### src/logic/ats_regs.svh
// Register offsets, field positions, reset values and timing figures
// of the antenna tuning sequencer.
// Assumes a 100 MHz clock and an APB master with 32-bit data.
//
// What this block does
// - Coarse start reroutes drive to coarse discriminators.
// - Coarse discriminators feed both servo amplifiers.
// - Coarse start clears every capacitor solenoid.
// - Changeover waits for servo-stopped detector.
// - Changeover selects capacitors from position switches.
// - Then drive returns, servos take fine discriminators.
// - Phase steers tuning coil, amplitude loading coil.
// - Integrator switched in after 1.5 s fine.
// - Ready three seconds after changeover.
// - At ready, link option inhibits or keeps servos.
// - Manual mode inhibits servos, range from switch.
// - Four lines; manual or outside party selects.
// - Manual override forces ready active.
// - Range or line change sequenced without RF.
// - Eight ranges; top two short inductor sections.
// - Whole tuning sequence ends within eight seconds.
`ifndef ATS_REGS_SVH
`define ATS_REGS_SVH

// ----------------------------------------------------------------
// Register offsets (byte addresses)
// ----------------------------------------------------------------
`define ATS_CTRL_OFF 8'h00
`define ATS_SEL_OFF 8'h04
`define ATS_STAT_OFF 8'h08
`define ATS_INT_STAT_OFF 8'h0C
`define ATS_INT_MASK_OFF 8'h10

// ----------------------------------------------------------------
// Field positions
// ----------------------------------------------------------------
`define ATS_CTRL_START 0
`define ATS_CTRL_MANUAL 1
`define ATS_CTRL_OVR 2
`define ATS_CTRL_SRVOFF 3
`define ATS_SEL_MRANGE 0
`define ATS_SEL_MLINE 4
`define ATS_SEL_ALINE 8
`define ATS_EV_READY 0
`define ATS_EV_CHANGE 1
`define ATS_EV_FAULT 2
`define ATS_EV_SWITCH 3

// ----------------------------------------------------------------
// Reset values and decoding constants
// ----------------------------------------------------------------
`define ATS_SEL_RST 32'h0000_0000
`define ATS_MASK_RST 4'h0
`define ATS_SHORT_MIN_RANGE 3'h6

// ----------------------------------------------------------------
// Timing figures
// ----------------------------------------------------------------
`define ATS_CLK_HZ 100000000
`define ATS_INTEG_MS 1500
`define ATS_READY_MS 3000
`define ATS_MAX_MS 8000
`define ATS_SWITCH_MS 20

`endif

### src/logic/ats_top_fix_note.sv
// Holds no logic of its own; the sequencer lives in ats_top.sv.

### src/logic/ats_pkg.sv
// Types shared by the tuning sequencer files.
// Assumes ats_regs.svh is on the include path.
`include "ats_regs.svh"

package ats_pkg;

  // ----------------------------------------------------------------
  // Types
  // ----------------------------------------------------------------
  typedef logic [2:0] ats_range_t;
  typedef logic [1:0] ats_line_t;
  typedef logic [3:0] ats_cap_t;

  // Sequencer phases
  typedef enum logic [2:0] {ST_IDLE, ST_COARSE, ST_QUIET, ST_MOVE, ST_FINE, ST_READY} ats_state_e;

  // Elapsed-time counter state
  typedef struct packed {
    logic [31:0] count;
  } ats_tmr_s;

  // Capacitor solenoids for a range; zero is kept for the neutral bank
  function automatic ats_cap_t ats_cap_bits(input ats_range_t rng);
    ats_cap_bits = 4'(rng) + 4'h1;
  endfunction

  // Inductor short solenoids, only on the two highest ranges
  function automatic logic [1:0] ats_short_bits(input ats_range_t rng);
    ats_short_bits = (rng >= `ATS_SHORT_MIN_RANGE) ? 2'h3 : 2'h0;
  endfunction

endpackage

### src/logic/ats_tmr_if.sv
// Link between the sequencer and one of its elapsed-time counters.
// Assumes one clock shared by both ends.
interface ats_tmr_if;
  logic clr; // Restart counting from zero
  logic [31:0] elapsed; // Cycles since the last restart, saturating
  modport owner (output clr, input elapsed);
  modport timer (input clr, output elapsed);
endinterface

### src/logic/ats_timer.sv
// Saturating elapsed-cycle counter used for phase and watchdog timing.
// Assumes clr is a combinational request from the owner.
module ats_timer
(
  // Clock and reset
  input wire logic clk,
  input wire logic rst,
  // Owner link
  ats_tmr_if.timer bus
);
  import ats_pkg::*;

  ats_tmr_s r; // Registered state
  ats_tmr_s n; // Next state

  // Count up, restart on request; saturation keeps long waits safe
  always_comb
  begin
    n = r;
    if (bus.clr)
    begin
      n.count = 32'h0000_0000;
    end
    else if (r.count != 32'hFFFF_FFFF)
    begin
      n.count = r.count + 32'h0000_0001;
    end
  end

  // State register
  always_ff @(posedge clk)
  begin
    if (rst)
    begin
      r <= '0;
    end
    else
    begin
      r <= n;
    end
  end

  assign bus.elapsed = r.count;

endmodule

### src/logic/ats_top.sv
// Antenna tuning sequencer: coarse/fine servo sequencing, capacitor and
// line switching under RF inhibit except the capacitor clear at coarse start, APB registers and one interrupt.
// Assumes synchronous inputs, an APB master and a 100 MHz clock.
//
// The register addresses and the APB register port were decided locally.
`include "ats_regs.svh"

module ats_top
#(
  parameter logic [31:0] SWITCH_CYC = 32'(`ATS_SWITCH_MS * (`ATS_CLK_HZ / 1000)),
  parameter logic [31:0] INTEG_CYC = 32'(`ATS_INTEG_MS * (`ATS_CLK_HZ / 1000)),
  parameter logic [31:0] READY_CYC = 32'(`ATS_READY_MS * (`ATS_CLK_HZ / 1000)),
  parameter logic [31:0] MAX_CYC = 32'(`ATS_MAX_MS * (`ATS_CLK_HZ / 1000))
)
(
  // Clock and reset
  input wire logic clk,
  input wire logic rst,
  // APB slave
  input wire logic psel,
  input wire logic penable,
  input wire logic pwrite,
  input wire logic [7:0] paddr,
  input wire logic [31:0] pwdata,
  output logic [31:0] prdata,
  output logic pready,
  output logic pslverr,
  // Sequencer inputs
  input wire logic tune_req,
  input wire logic servo_low,
  input wire ats_pkg::ats_range_t switch_range,
  // Drive and servo routing
  output logic drive_to_coarse,
  output logic servo_from_coarse,
  output logic servo_from_fine,
  output logic integ_en,
  output logic servo_inhibit,
  // Contact solenoids
  output ats_pkg::ats_cap_t cap_sel,
  output logic [1:0] coil_short,
  output ats_pkg::ats_line_t line_sel,
  output logic rf_inhibit,
  // Status
  output logic ready,
  output logic fault,
  output logic irq
);
  import ats_pkg::*;

  // ----------------------------------------------------------------
  // State
  // ----------------------------------------------------------------
  typedef struct packed {
    ats_state_e state;
    logic from_coarse; // Switch sequence belongs to a changeover
    logic ret_ready; // Switch sequence started from ready
    ats_range_t range; // Range now applied to the contacts
    ats_range_t pend_range; // Range waiting for the quiet window
    ats_line_t pend_line; // Line waiting for the quiet window
    ats_cap_t cap;
    logic [1:0] coil;
    ats_line_t line;
    logic integ;
    logic fault;
    logic ctrl_manual;
    logic ctrl_ovr;
    logic ctrl_srvoff;
    ats_range_t man_range;
    ats_line_t man_line;
    ats_line_t auto_line;
    logic [3:0] int_stat;
    logic [3:0] int_mask;
    logic tune_d; // Previous tune_req for edge detection
    logic [31:0] prdata;
    logic pslverr;
  } ats_top_s;

  ats_top_s r; // Registered state
  ats_top_s n; // Next state
  logic [1:0] clr; // Timer restarts, combinational
  logic [3:0] ev; // Events raised this cycle
  logic [31:0] ph_el; // Phase timer
  logic [31:0] wd_el; // Watchdog timer
  logic apb_setup;
  logic apb_wr;
  logic wr_start;
  logic start_ev;
  logic busy;
  logic wd_over;
  ats_range_t tgt_range;
  ats_line_t tgt_line;
  logic sel_change;

  // Address decode, used for the error answer; the read mux decodes paddr on its own
  function automatic logic ats_hit(input logic [7:0] a);
    ats_hit = (a == `ATS_CTRL_OFF) || (a == `ATS_SEL_OFF) || (a == `ATS_STAT_OFF) ||
              (a == `ATS_INT_STAT_OFF) || (a == `ATS_INT_MASK_OFF);
  endfunction

  // ----------------------------------------------------------------
  // Timers
  // ----------------------------------------------------------------
  ats_tmr_if tmr_bus [2] ();

  // Timer 0 paces phases, timer 1 watches the whole sequence
  generate
    for (genvar i = 0; i < 2; i++)
    begin : g_tmr
      ats_timer u_tmr
      (
        .clk(clk),
        .rst(rst),
        .bus(tmr_bus[i])
      );
      assign tmr_bus[i].clr = clr[i];
    end
  endgenerate

  assign ph_el = tmr_bus[0].elapsed;
  assign wd_el = tmr_bus[1].elapsed;

  // ----------------------------------------------------------------
  // Request and selection decode
  // ----------------------------------------------------------------
  assign apb_setup = psel & ~penable;
  assign apb_wr = psel & penable & pwrite;
  assign wr_start = apb_wr & (paddr == `ATS_CTRL_OFF) & pwdata[`ATS_CTRL_START];
  // Requests are ignored in manual mode; the servos stay inhibited there
  assign start_ev = ~r.ctrl_manual & ((tune_req & ~r.tune_d) | wr_start);
  assign busy = (r.state == ST_COARSE) || (r.state == ST_FINE) ||
                (r.from_coarse && ((r.state == ST_QUIET) || (r.state == ST_MOVE)));
  assign wd_over = busy && (wd_el >= MAX_CYC);
  // Manual switches own range and line in manual mode
  assign tgt_range = r.ctrl_manual ? r.man_range : r.range;
  assign tgt_line = r.ctrl_manual ? r.man_line : r.auto_line;
  assign sel_change = (tgt_range != r.range) || (tgt_line != r.line);

  // ----------------------------------------------------------------
  // Next state
  // ----------------------------------------------------------------
  always_comb
  begin
    n = r;
    clr = 2'b00;
    ev = 4'h0;
    n.tune_d = tune_req;
    // Read data captured in the setup cycle, presented in access
    if (apb_setup)
    begin
      n.pslverr = ~ats_hit(paddr);
      case (paddr)
        `ATS_CTRL_OFF: n.prdata = {28'h0000000, r.ctrl_srvoff, r.ctrl_ovr, r.ctrl_manual, 1'b0};
        `ATS_SEL_OFF: n.prdata = {22'h000000, r.auto_line, 2'h0, r.man_line, 1'b0, r.man_range};
        `ATS_STAT_OFF: n.prdata = {17'h00000, 3'(r.state), 2'h0, r.line, 1'b0, r.range,
                                    ready, rf_inhibit, r.integ, r.fault};
        `ATS_INT_STAT_OFF: n.prdata = {28'h0000000, r.int_stat};
        `ATS_INT_MASK_OFF: n.prdata = {28'h0000000, r.int_mask};
        default: n.prdata = 32'h0000_0000;
      endcase
    end
    // Register writes take effect in the access cycle
    if (apb_wr)
    begin
      case (paddr)
        `ATS_CTRL_OFF:
        begin
          n.ctrl_manual = pwdata[`ATS_CTRL_MANUAL];
          n.ctrl_ovr = pwdata[`ATS_CTRL_OVR];
          n.ctrl_srvoff = pwdata[`ATS_CTRL_SRVOFF];
        end
        `ATS_SEL_OFF:
        begin
          n.man_range = pwdata[`ATS_SEL_MRANGE +: 3];
          n.man_line = pwdata[`ATS_SEL_MLINE +: 2];
          n.auto_line = pwdata[`ATS_SEL_ALINE +: 2];
        end
        `ATS_INT_MASK_OFF: n.int_mask = pwdata[3:0];
        default: n.int_mask = r.int_mask;
      endcase
    end
    // Abort paths first: manual entry or an overlong sequence
    if (busy && r.ctrl_manual)
    begin
      n.state = ST_IDLE;
      n.from_coarse = 1'b0;
      n.integ = 1'b0;
    end
    else if (wd_over)
    begin
      // Sequence overran its limit: stop and flag a fault
      n.state = ST_IDLE;
      n.from_coarse = 1'b0;
      n.integ = 1'b0;
      n.fault = 1'b1;
      ev[`ATS_EV_FAULT] = 1'b1;
    end
    else
    begin
      unique case (r.state)
        ST_IDLE, ST_READY:
        begin
          if (start_ev)
          begin
            // Neutral bank before the servos move
            n.state = ST_COARSE;
            n.cap = 4'h0;
            n.coil = 2'h0;
            n.integ = 1'b0;
            n.fault = 1'b0;
            n.ret_ready = 1'b0;
            clr = 2'b11;
          end
          else if (r.state == ST_READY && r.ctrl_manual)
          begin
            n.state = ST_IDLE;
          end
          else if (sel_change)
          begin
            // Selection changes never move contacts live: quiet RF first
            n.state = ST_QUIET;
            n.from_coarse = 1'b0;
            n.ret_ready = (r.state == ST_READY);
            n.pend_range = tgt_range;
            n.pend_line = tgt_line;
            clr[0] = 1'b1;
          end
        end
        ST_COARSE:
        begin
          // Changeover only once the servo motors have stopped
          if (servo_low)
          begin
            n.state = ST_QUIET;
            n.from_coarse = 1'b1;
            n.pend_range = switch_range;
            n.pend_line = r.auto_line;
            clr[0] = 1'b1;
          end
        end
        ST_QUIET:
        begin
          // RF off long enough: operate the solenoids
          if (ph_el >= SWITCH_CYC)
          begin
            n.state = ST_MOVE;
            n.range = r.pend_range;
            n.cap = ats_cap_bits(r.pend_range);
            n.coil = ats_short_bits(r.pend_range);
            n.line = r.pend_line;
            clr[0] = 1'b1;
          end
        end
        ST_MOVE:
        begin
          // Contacts settled before RF is allowed back
          if (ph_el >= SWITCH_CYC)
          begin
            clr[0] = 1'b1;
            if (r.from_coarse)
            begin
              // Drive back to the amplifier, fine discriminators
              n.state = ST_FINE;
              n.from_coarse = 1'b0;
              ev[`ATS_EV_CHANGE] = 1'b1;
            end
            else
            begin
              n.state = r.ret_ready ? ST_READY : ST_IDLE;
              ev[`ATS_EV_SWITCH] = 1'b1;
            end
          end
        end
        ST_FINE:
        begin
          // Integrator damps hunting once the loop has pulled in
          if (ph_el >= INTEG_CYC)
          begin
            n.integ = 1'b1;
          end
          if (ph_el >= READY_CYC)
          begin
            n.state = ST_READY;
            ev[`ATS_EV_READY] = 1'b1;
          end
        end
      endcase
    end
    // Sticky events, write one to clear; a new event beats the clear
    n.int_stat = r.int_stat | ev;
    if (apb_wr && (paddr == `ATS_INT_STAT_OFF))
    begin
      n.int_stat = (r.int_stat & ~pwdata[3:0]) | ev;
    end
  end

  // ----------------------------------------------------------------
  // State register
  // ----------------------------------------------------------------
  always_ff @(posedge clk)
  begin
    if (rst)
    begin
      r <= '0;
      r.state <= ST_IDLE;
      r.man_range <= ats_range_t'(`ATS_SEL_RST);
      r.int_mask <= `ATS_MASK_RST;
    end
    else
    begin
      r <= n;
    end
  end

  // ----------------------------------------------------------------
  // Outputs
  // ----------------------------------------------------------------
  assign prdata = r.prdata;
  assign pready = penable; // No wait states
  assign pslverr = psel & penable & r.pslverr;
  // Low-level drive via level_stabilising_amplifier in coarse
  assign drive_to_coarse = busy && (r.state != ST_FINE);
  assign servo_from_coarse = busy && (r.state != ST_FINE);
  // Phase drives tuning coil, amplitude the loading coil
  assign servo_from_fine = (r.state == ST_FINE) || (r.state == ST_READY);
  assign integ_en = r.integ;
  // Servos run in coarse and fine; at ready the link option decides
  assign servo_inhibit = r.ctrl_manual ||
                         !((r.state == ST_COARSE) || (r.state == ST_FINE) ||
                           ((r.state == ST_READY) && !r.ctrl_srvoff));
  assign cap_sel = r.cap;
  assign coil_short = r.coil;
  assign line_sel = r.line;
  assign rf_inhibit = (r.state == ST_QUIET) || (r.state == ST_MOVE);
  assign ready = (r.state == ST_READY) || r.ctrl_ovr;
  assign fault = r.fault;
  assign irq = |(r.int_stat & r.int_mask);
endmodule

### config.mk
export PLATFORM = sky130hd
export DESIGN_NAME = ats_top
export DESIGN_NICKNAME = d
export VERILOG_FILES = /design/src/logic/ats_top_fix_note.sv /design/src/logic/ats_pkg.sv /design/src/logic/ats_tmr_if.sv /design/src/logic/ats_timer.sv /design/src/logic/ats_top.sv
export VERILOG_INCLUDE_DIRS = /design/src /design/src/logic
export SDC_FILE = /design/constraint.sdc
export NUM_CORES = 1
export LEC_CHECK = 0
export ABC_AREA = 1
export BUFFER_PORTS_ARGS = -buffer_cell sky130_fd_sc_hd__clkbuf_2
export CORE_UTILIZATION = 33
export CTS_BUF_LIST = sky130_fd_sc_hd__clkbuf_16
export DETAILED_ROUTE_END_ITERATION = 7
export HOLD_SLACK_MARGIN = 0.02
export SYNTH_ARGS = -nofsm -noshare
export SYNTH_HDL_FRONTEND = slang
export SYNTH_HIERARCHICAL = 1
export SYNTH_SLANG_ARGS = --single-unit
### constraint.sdc
create_clock -name clk -period 3.49 [get_ports clk]
set_input_delay 0.698 -clock clk [delete_from_list [all_inputs] [get_ports clk]]
set_output_delay 0.698 -clock clk [all_outputs]
set_load 0.03 [all_outputs]
# Yosys cells after proc, flatten, opt, wreduce, memory -nomap -nowiden
# Index checks and enable logic that the tools add are counted.
[word_totals]
elab_cells = 178
out_inout_bits = 51
reg_bits = 139
input_bits = 50
[op_classes]
n_reduce_logical = 47
mux = 54
order_cmp = 5
eq_ne = 25
n_bitwise = 20
n_addsub = 3
[op_table]
columns = ["cell", "count"]
rows = [
  ["15-bit case mux with 5 select lines", 1],
  ["32-bit by 1-bit adder with 32-bit output, second input constant", 2],
  ["32-bit != test, second input constant", 2],
  ["32-bit by 21-bit >= comparator with 1-bit output, second input constant", 1],
  ["32-bit by 28-bit >= comparator with 1-bit output, second input constant", 1],
  ["32-bit by 29-bit >= comparator with 1-bit output, second input constant", 1],
  ["32-bit by 30-bit >= comparator with 1-bit output, second input constant", 1],
  ["5-bit 2-to-1 mux", 5],
  ["1-bit 2-to-1 mux", 22],
  ["3-bit 2-to-1 mux", 7],
  ["2-bit != test, second input constant", 10],
  ["8-bit by 4-bit == test with 1-bit output, second input constant", 2],
  ["4-bit 2-to-1 mux", 4],
  ["3-bit case mux with 5 select lines", 1],
  ["5-bit AND reduction", 3],
  ["2-bit 2-to-1 mux", 7],
  ["1-bit logical OR", 12],
  ["6-bit case mux with 2 select lines", 1],
  ["2-bit nonzero test", 6],
  ["5-bit case mux with 2 select lines", 1],
  ["1-bit bitwise AND", 8],
  ["4-bit bitwise AND", 2],
  ["8-bit by 3-bit == test with 1-bit output, second input constant", 1],
  ["8-bit by 5-bit == test with 1-bit output, second input constant", 1],
  ["other kinds (30)", 52],
]

# Logic depth before layout (Yosys ltp)
[logic_depth]
ltp_word = 11
depth_mapped = 15
ltp_nobuf = 13

# By module
# Netlist, hierarchy kept.
[by_module_without_submodules]
columns = ["module", "instances", "area_per_inst_um2", "cells_per_inst", "seq_area_each_um2"]
rows = [
  ["ats_timer", 2, 2019.4, 327, 640.6],
  ["ats_top", 1, 3723.6, 609, 1081.0],
]

# Worst setup path before layout
# OpenSTA, ideal clock, no wires.
[synth_path]
path_type = "register -> output"
from = "reg r[74] (netlist name)"
to = "out servo_from_coarse"
required_time_ns = 2.792
arrival_ns = 1.879
path_stages_with_launch = 7
setup_slack_ns = 0.913
n_path_buf = 1
path_cell_list = "dfxtp_1 nor2_2 inv_1 o21ai_4 inv_1 nor2_1 buf_4"
[synth_between]
elab_chain_cells = 5
elab_cells_between_ends = 10
cone_classes = "eq/ne: 5; reduce/logical: 5"
[synth_rtl]
columns = ["element", "line", "source"]
rows = [
  ["start, declared", "ats_top.sv:78", "ats_top_s r;"],
  ["start signal, assigned", "ats_top.sv:310", "r <= n;"],
  ["3-bit by 2-bit == test with 1-bit output", "-", ""],
  ["1-bit logical OR *", "-", ""],
  ["via rf_inhibit", "ats_top.sv:42", "output logic rf_inhibit,"],
  ["1-bit logical AND *", "ats_top.sv:131", "(r.from_coarse && ((r.state == ST_QUIET) || (r.state == ST_MOVE)));"],
  ["1-bit logical OR *", "ats_top.sv:130", "assign busy = (r.state == ST_COARSE) || (r.state == ST_FINE) ||"],
  ["1-bit logical AND *", "ats_top.sv:322", "assign servo_from_coarse = busy && (r.state != ST_FINE);"],
  ["end, declared", "ats_top.sv:34", "output logic servo_from_coarse,"],
]
# The timed path passes the listed nets; every way through them passes the cells marked *.

# Worst setup path after layout
[layout_path]
from = "reg r[72] (netlist name)"
to = "out drive_to_coarse"
[layout_between]
elab_chain_cells = 5
elab_cells_between_ends = 10
cone_classes = "eq/ne: 5; reduce/logical: 5"
[layout_rtl]
columns = ["element", "line", "source"]
rows = [
  ["3-bit by 2-bit == test with 1-bit output", "ats_top.sv:131", ""],
  ["1-bit logical OR", "ats_top.sv:131", ""],
  ["1-bit logical AND", "ats_top.sv:131", ""],
  ["1-bit logical OR", "ats_top.sv:130", ""],
  ["1-bit logical AND *", "ats_top.sv:321", "assign drive_to_coarse = busy && (r.state != ST_FINE);"],
  ["end, declared", "ats_top.sv:33", "output logic drive_to_coarse,"],
]
# Mark *: on every way between the ends. The rest lies on a longest branch, timed or not.

==> impl_metrics.ini <==
[synthesis]
synth.distinct_cells = 41
synthTopCellsByArea = dfxtp_1 30%, nand2_1 18%, nor2_1 9.0%, inv_1 8.2%, nand3_1 5.2%
async_flop_share = 0
synth-edff-count = 0
ys_seq_area_frac = 0.304
yosysTopAreaCellShare = 0.304
synthCells = 1263
synth-main-ff-cell = dfxtp_1
netlist_top_cells_count = 374 x nand2_1, 187 x nor2_1, 169 x inv_1
avgSynthCellArea_um2 = 6.15
ys_seq_elements = 118
yosysTopAreaCell = dfxtp_1
synth_area_um2 = 7760
yosysMostFrequentCell = nand2_1
yosys_warnings = 6

[pwr]
power_leakage_uw = 0.00388
peakVddDrop_mv = 0.290
power_density_nw_per_um2 = 476
power_uw = 4130

[layout]
n_antenna_cell = 0
area_delta_synth_final_pct = 11.9
drive_gt1_frac = 0.133
fin_cells = 1624
fin_area_um2 = 8680
final_nets = 1351

[detailed_routing]
wl_per_cell_um = 12.1
dr.pass1.iters = 5
drtIter0Drc = 572
wl_um = 19700
vias = 7598
avgViaCountPerCell = 4.68
antenna_left = 0
drc_errors = 0

[worst_setup_path]
critPathKind = register to primary output
cp-start-kind = register
crit_arrival_ns = 2.13
crit_fanout = 14
cp.required_ns = 2.79
cp-end-kind = primary output

[sta]
min_period_over_period = 0.812
worst_pin_slew_ns = 0.720
timing.slew.headroom = 0.520
clock_skew_ns = 0.0121
slew_viol_final = 0
tns_ns = 0
rsz0062_at_grt = no
max_freq_mhz = 353
timing.hold.ws_ns = 0.465
fin_crit_ns = 2.83
finalHoldViolCount = 0
setup_viol = 0

[cts]
post_cts_buffers = 0
insertion_delay_ns = 0.42
cts_resized = 0
cts_num_sinks = 118
hold_buffers = 0
cts_tree = built
cts_buffer_depth = 2
numCtsBuffers = 17
cts.clk_slew.worst_paths_ns = 0.06
h-tree-depth = 4
cts_root_buffer = clkbuf_16

[grt]
grt_usage = 0.173
antenna_found_initial = 0
grt_overflow = 0
grt_pass1_vias = 7014
grt_pass1_wl_um = 33400
grt_max_degree = 32

[hold_path]
hold_path_class = register to register

[placement]
place.gp.congestion = 0.876
place_inst = 1592
io_buffers = 56
dp_hpwl_um = 15000
placed_cell_area_um2 = 8070

[run]
drv_cap = 0

[status]
outcome = finished clean

[die]
coreArea_um2 = 22800
die_area_um2 = 24100
start_util = 0.340
pin_count = 101
die_width_um = 155
rows = 55
fp.dieH_um = 155
==> metal layers <==
metal / up-vias / part of all wire / GRT usage
met1: 3428 / 0.49 / 0.226
met3: 18 / 0.041 / 0.0368
met5: - / 0 / 0
met2: 154 / 0.46 / 0.286
met4: 0 / 0.011 / 0.0453
li1: 3998 / - / -
==> sequential cells by signal, indices dropped and copies added (netlist names) <==
register / flops
g_tmr.u_tmr/bus.elapsed: 64
integ_en: 1
prdata: 12
line_sel: 2
coil_short: 1
fault: 1
r: 33
cap_sel: 4
==> critical path, stage by stage, from the launching register on <==
cell	delay, ns
dfxtp_1	0.49
nand3_2	0.31
nand2_1	0.23
inv_2	0.06
o21ai_4	0.10
inv_1	0.07
nor2_1	0.20
clkbuf_2	0.25
==> layout by cell type (no fill, tap or decap), types with 5 or more instances in the layout <==
cell type,Yosys,layout
a211oi_1,6,6
a21oi_1,53,53
a21oi_2,5,5
a31oi_1,21,21
clkbuf_16,0,17
clkbuf_2,0,56
conb_1,1,20
dfxtp_1,118,118
inv_1,169,169
inv_2,14,14
inv_8,0,5
nand2_1,374,374
nand2_4,6,6
nand3_1,80,80
nand3_2,30,30
nand4_1,9,9
nor2_1,187,187
nor2_2,8,8
nor2_4,5,5
nor3_1,10,10
o21ai_0,44,44
o21ai_1,9,9
o22ai_1,8,8
or2_2,8,8
xor2_1,5,5
==> report_power, final <==
group          total [uW]  internal (uW)  switching, uW  leakage (uW)
sequential           1470           1400           63.7      0.000954
clock                1830           1090            744      0.000299
combinational         835            238            597       0.00262
total                4130           2730           1400       0.00388
==> final cells by class <==
cell class	count	area, um^2
repair buffers	59	303
fillers	2525	14200
well taps	313	392
multi-input cells	916	4320
clock inverters	15	185
flip-flops and latches	118	2360
clock buffers	17	425
inverters	186	698
==> worst paths after layout <==
kind	from	endpoint	slack (ns)	cells past startpoint
max reg2reg	r[51]$_SDFFE_PP0N_	g_tmr[0].u_tmr/bus.elapsed[4]$_SDFFE_PP0P_	1.05	12
min	prdata[0]$_SDFFE_PP0P_	prdata[0]$_SDFFE_PP0P_	0.46	2
min reg2reg	prdata[0]$_SDFFE_PP0P_	prdata[0]$_SDFFE_PP0P_	0.46	2
max	r[72]$_SDFFE_PP0P_	drive_to_coarse	0.66	7
==> kinds of logic (layout without fill, tap and decap cells) <==
| logic type | count (synthesis) | count (layout) | synth area share |
|---|---|---|---|
| fa+ha+maj | 3 | 3 | 0.00484 |
| flops | 118 | 118 | 0.304 |
| buf+inv | 248 | 277 | 0.149 |
| compound gates | 150 | 150 | 0.108 |
| other cells | 1 | 20 | 0.000483 |
| xor+xnor | 7 | 7 | 0.00790 |
| simple gates | 736 | 736 | 0.425 |
==> through the flow <==
stage	util	setup slack [ns]
finish	0.380	0.657
global route	0.380	0.405
CTS	0.380	0.593
detailed placement	0.353	0.757
global placement	0.353	0.784
floorplan	-	0.913
Power figures use the tool's default switching activity.
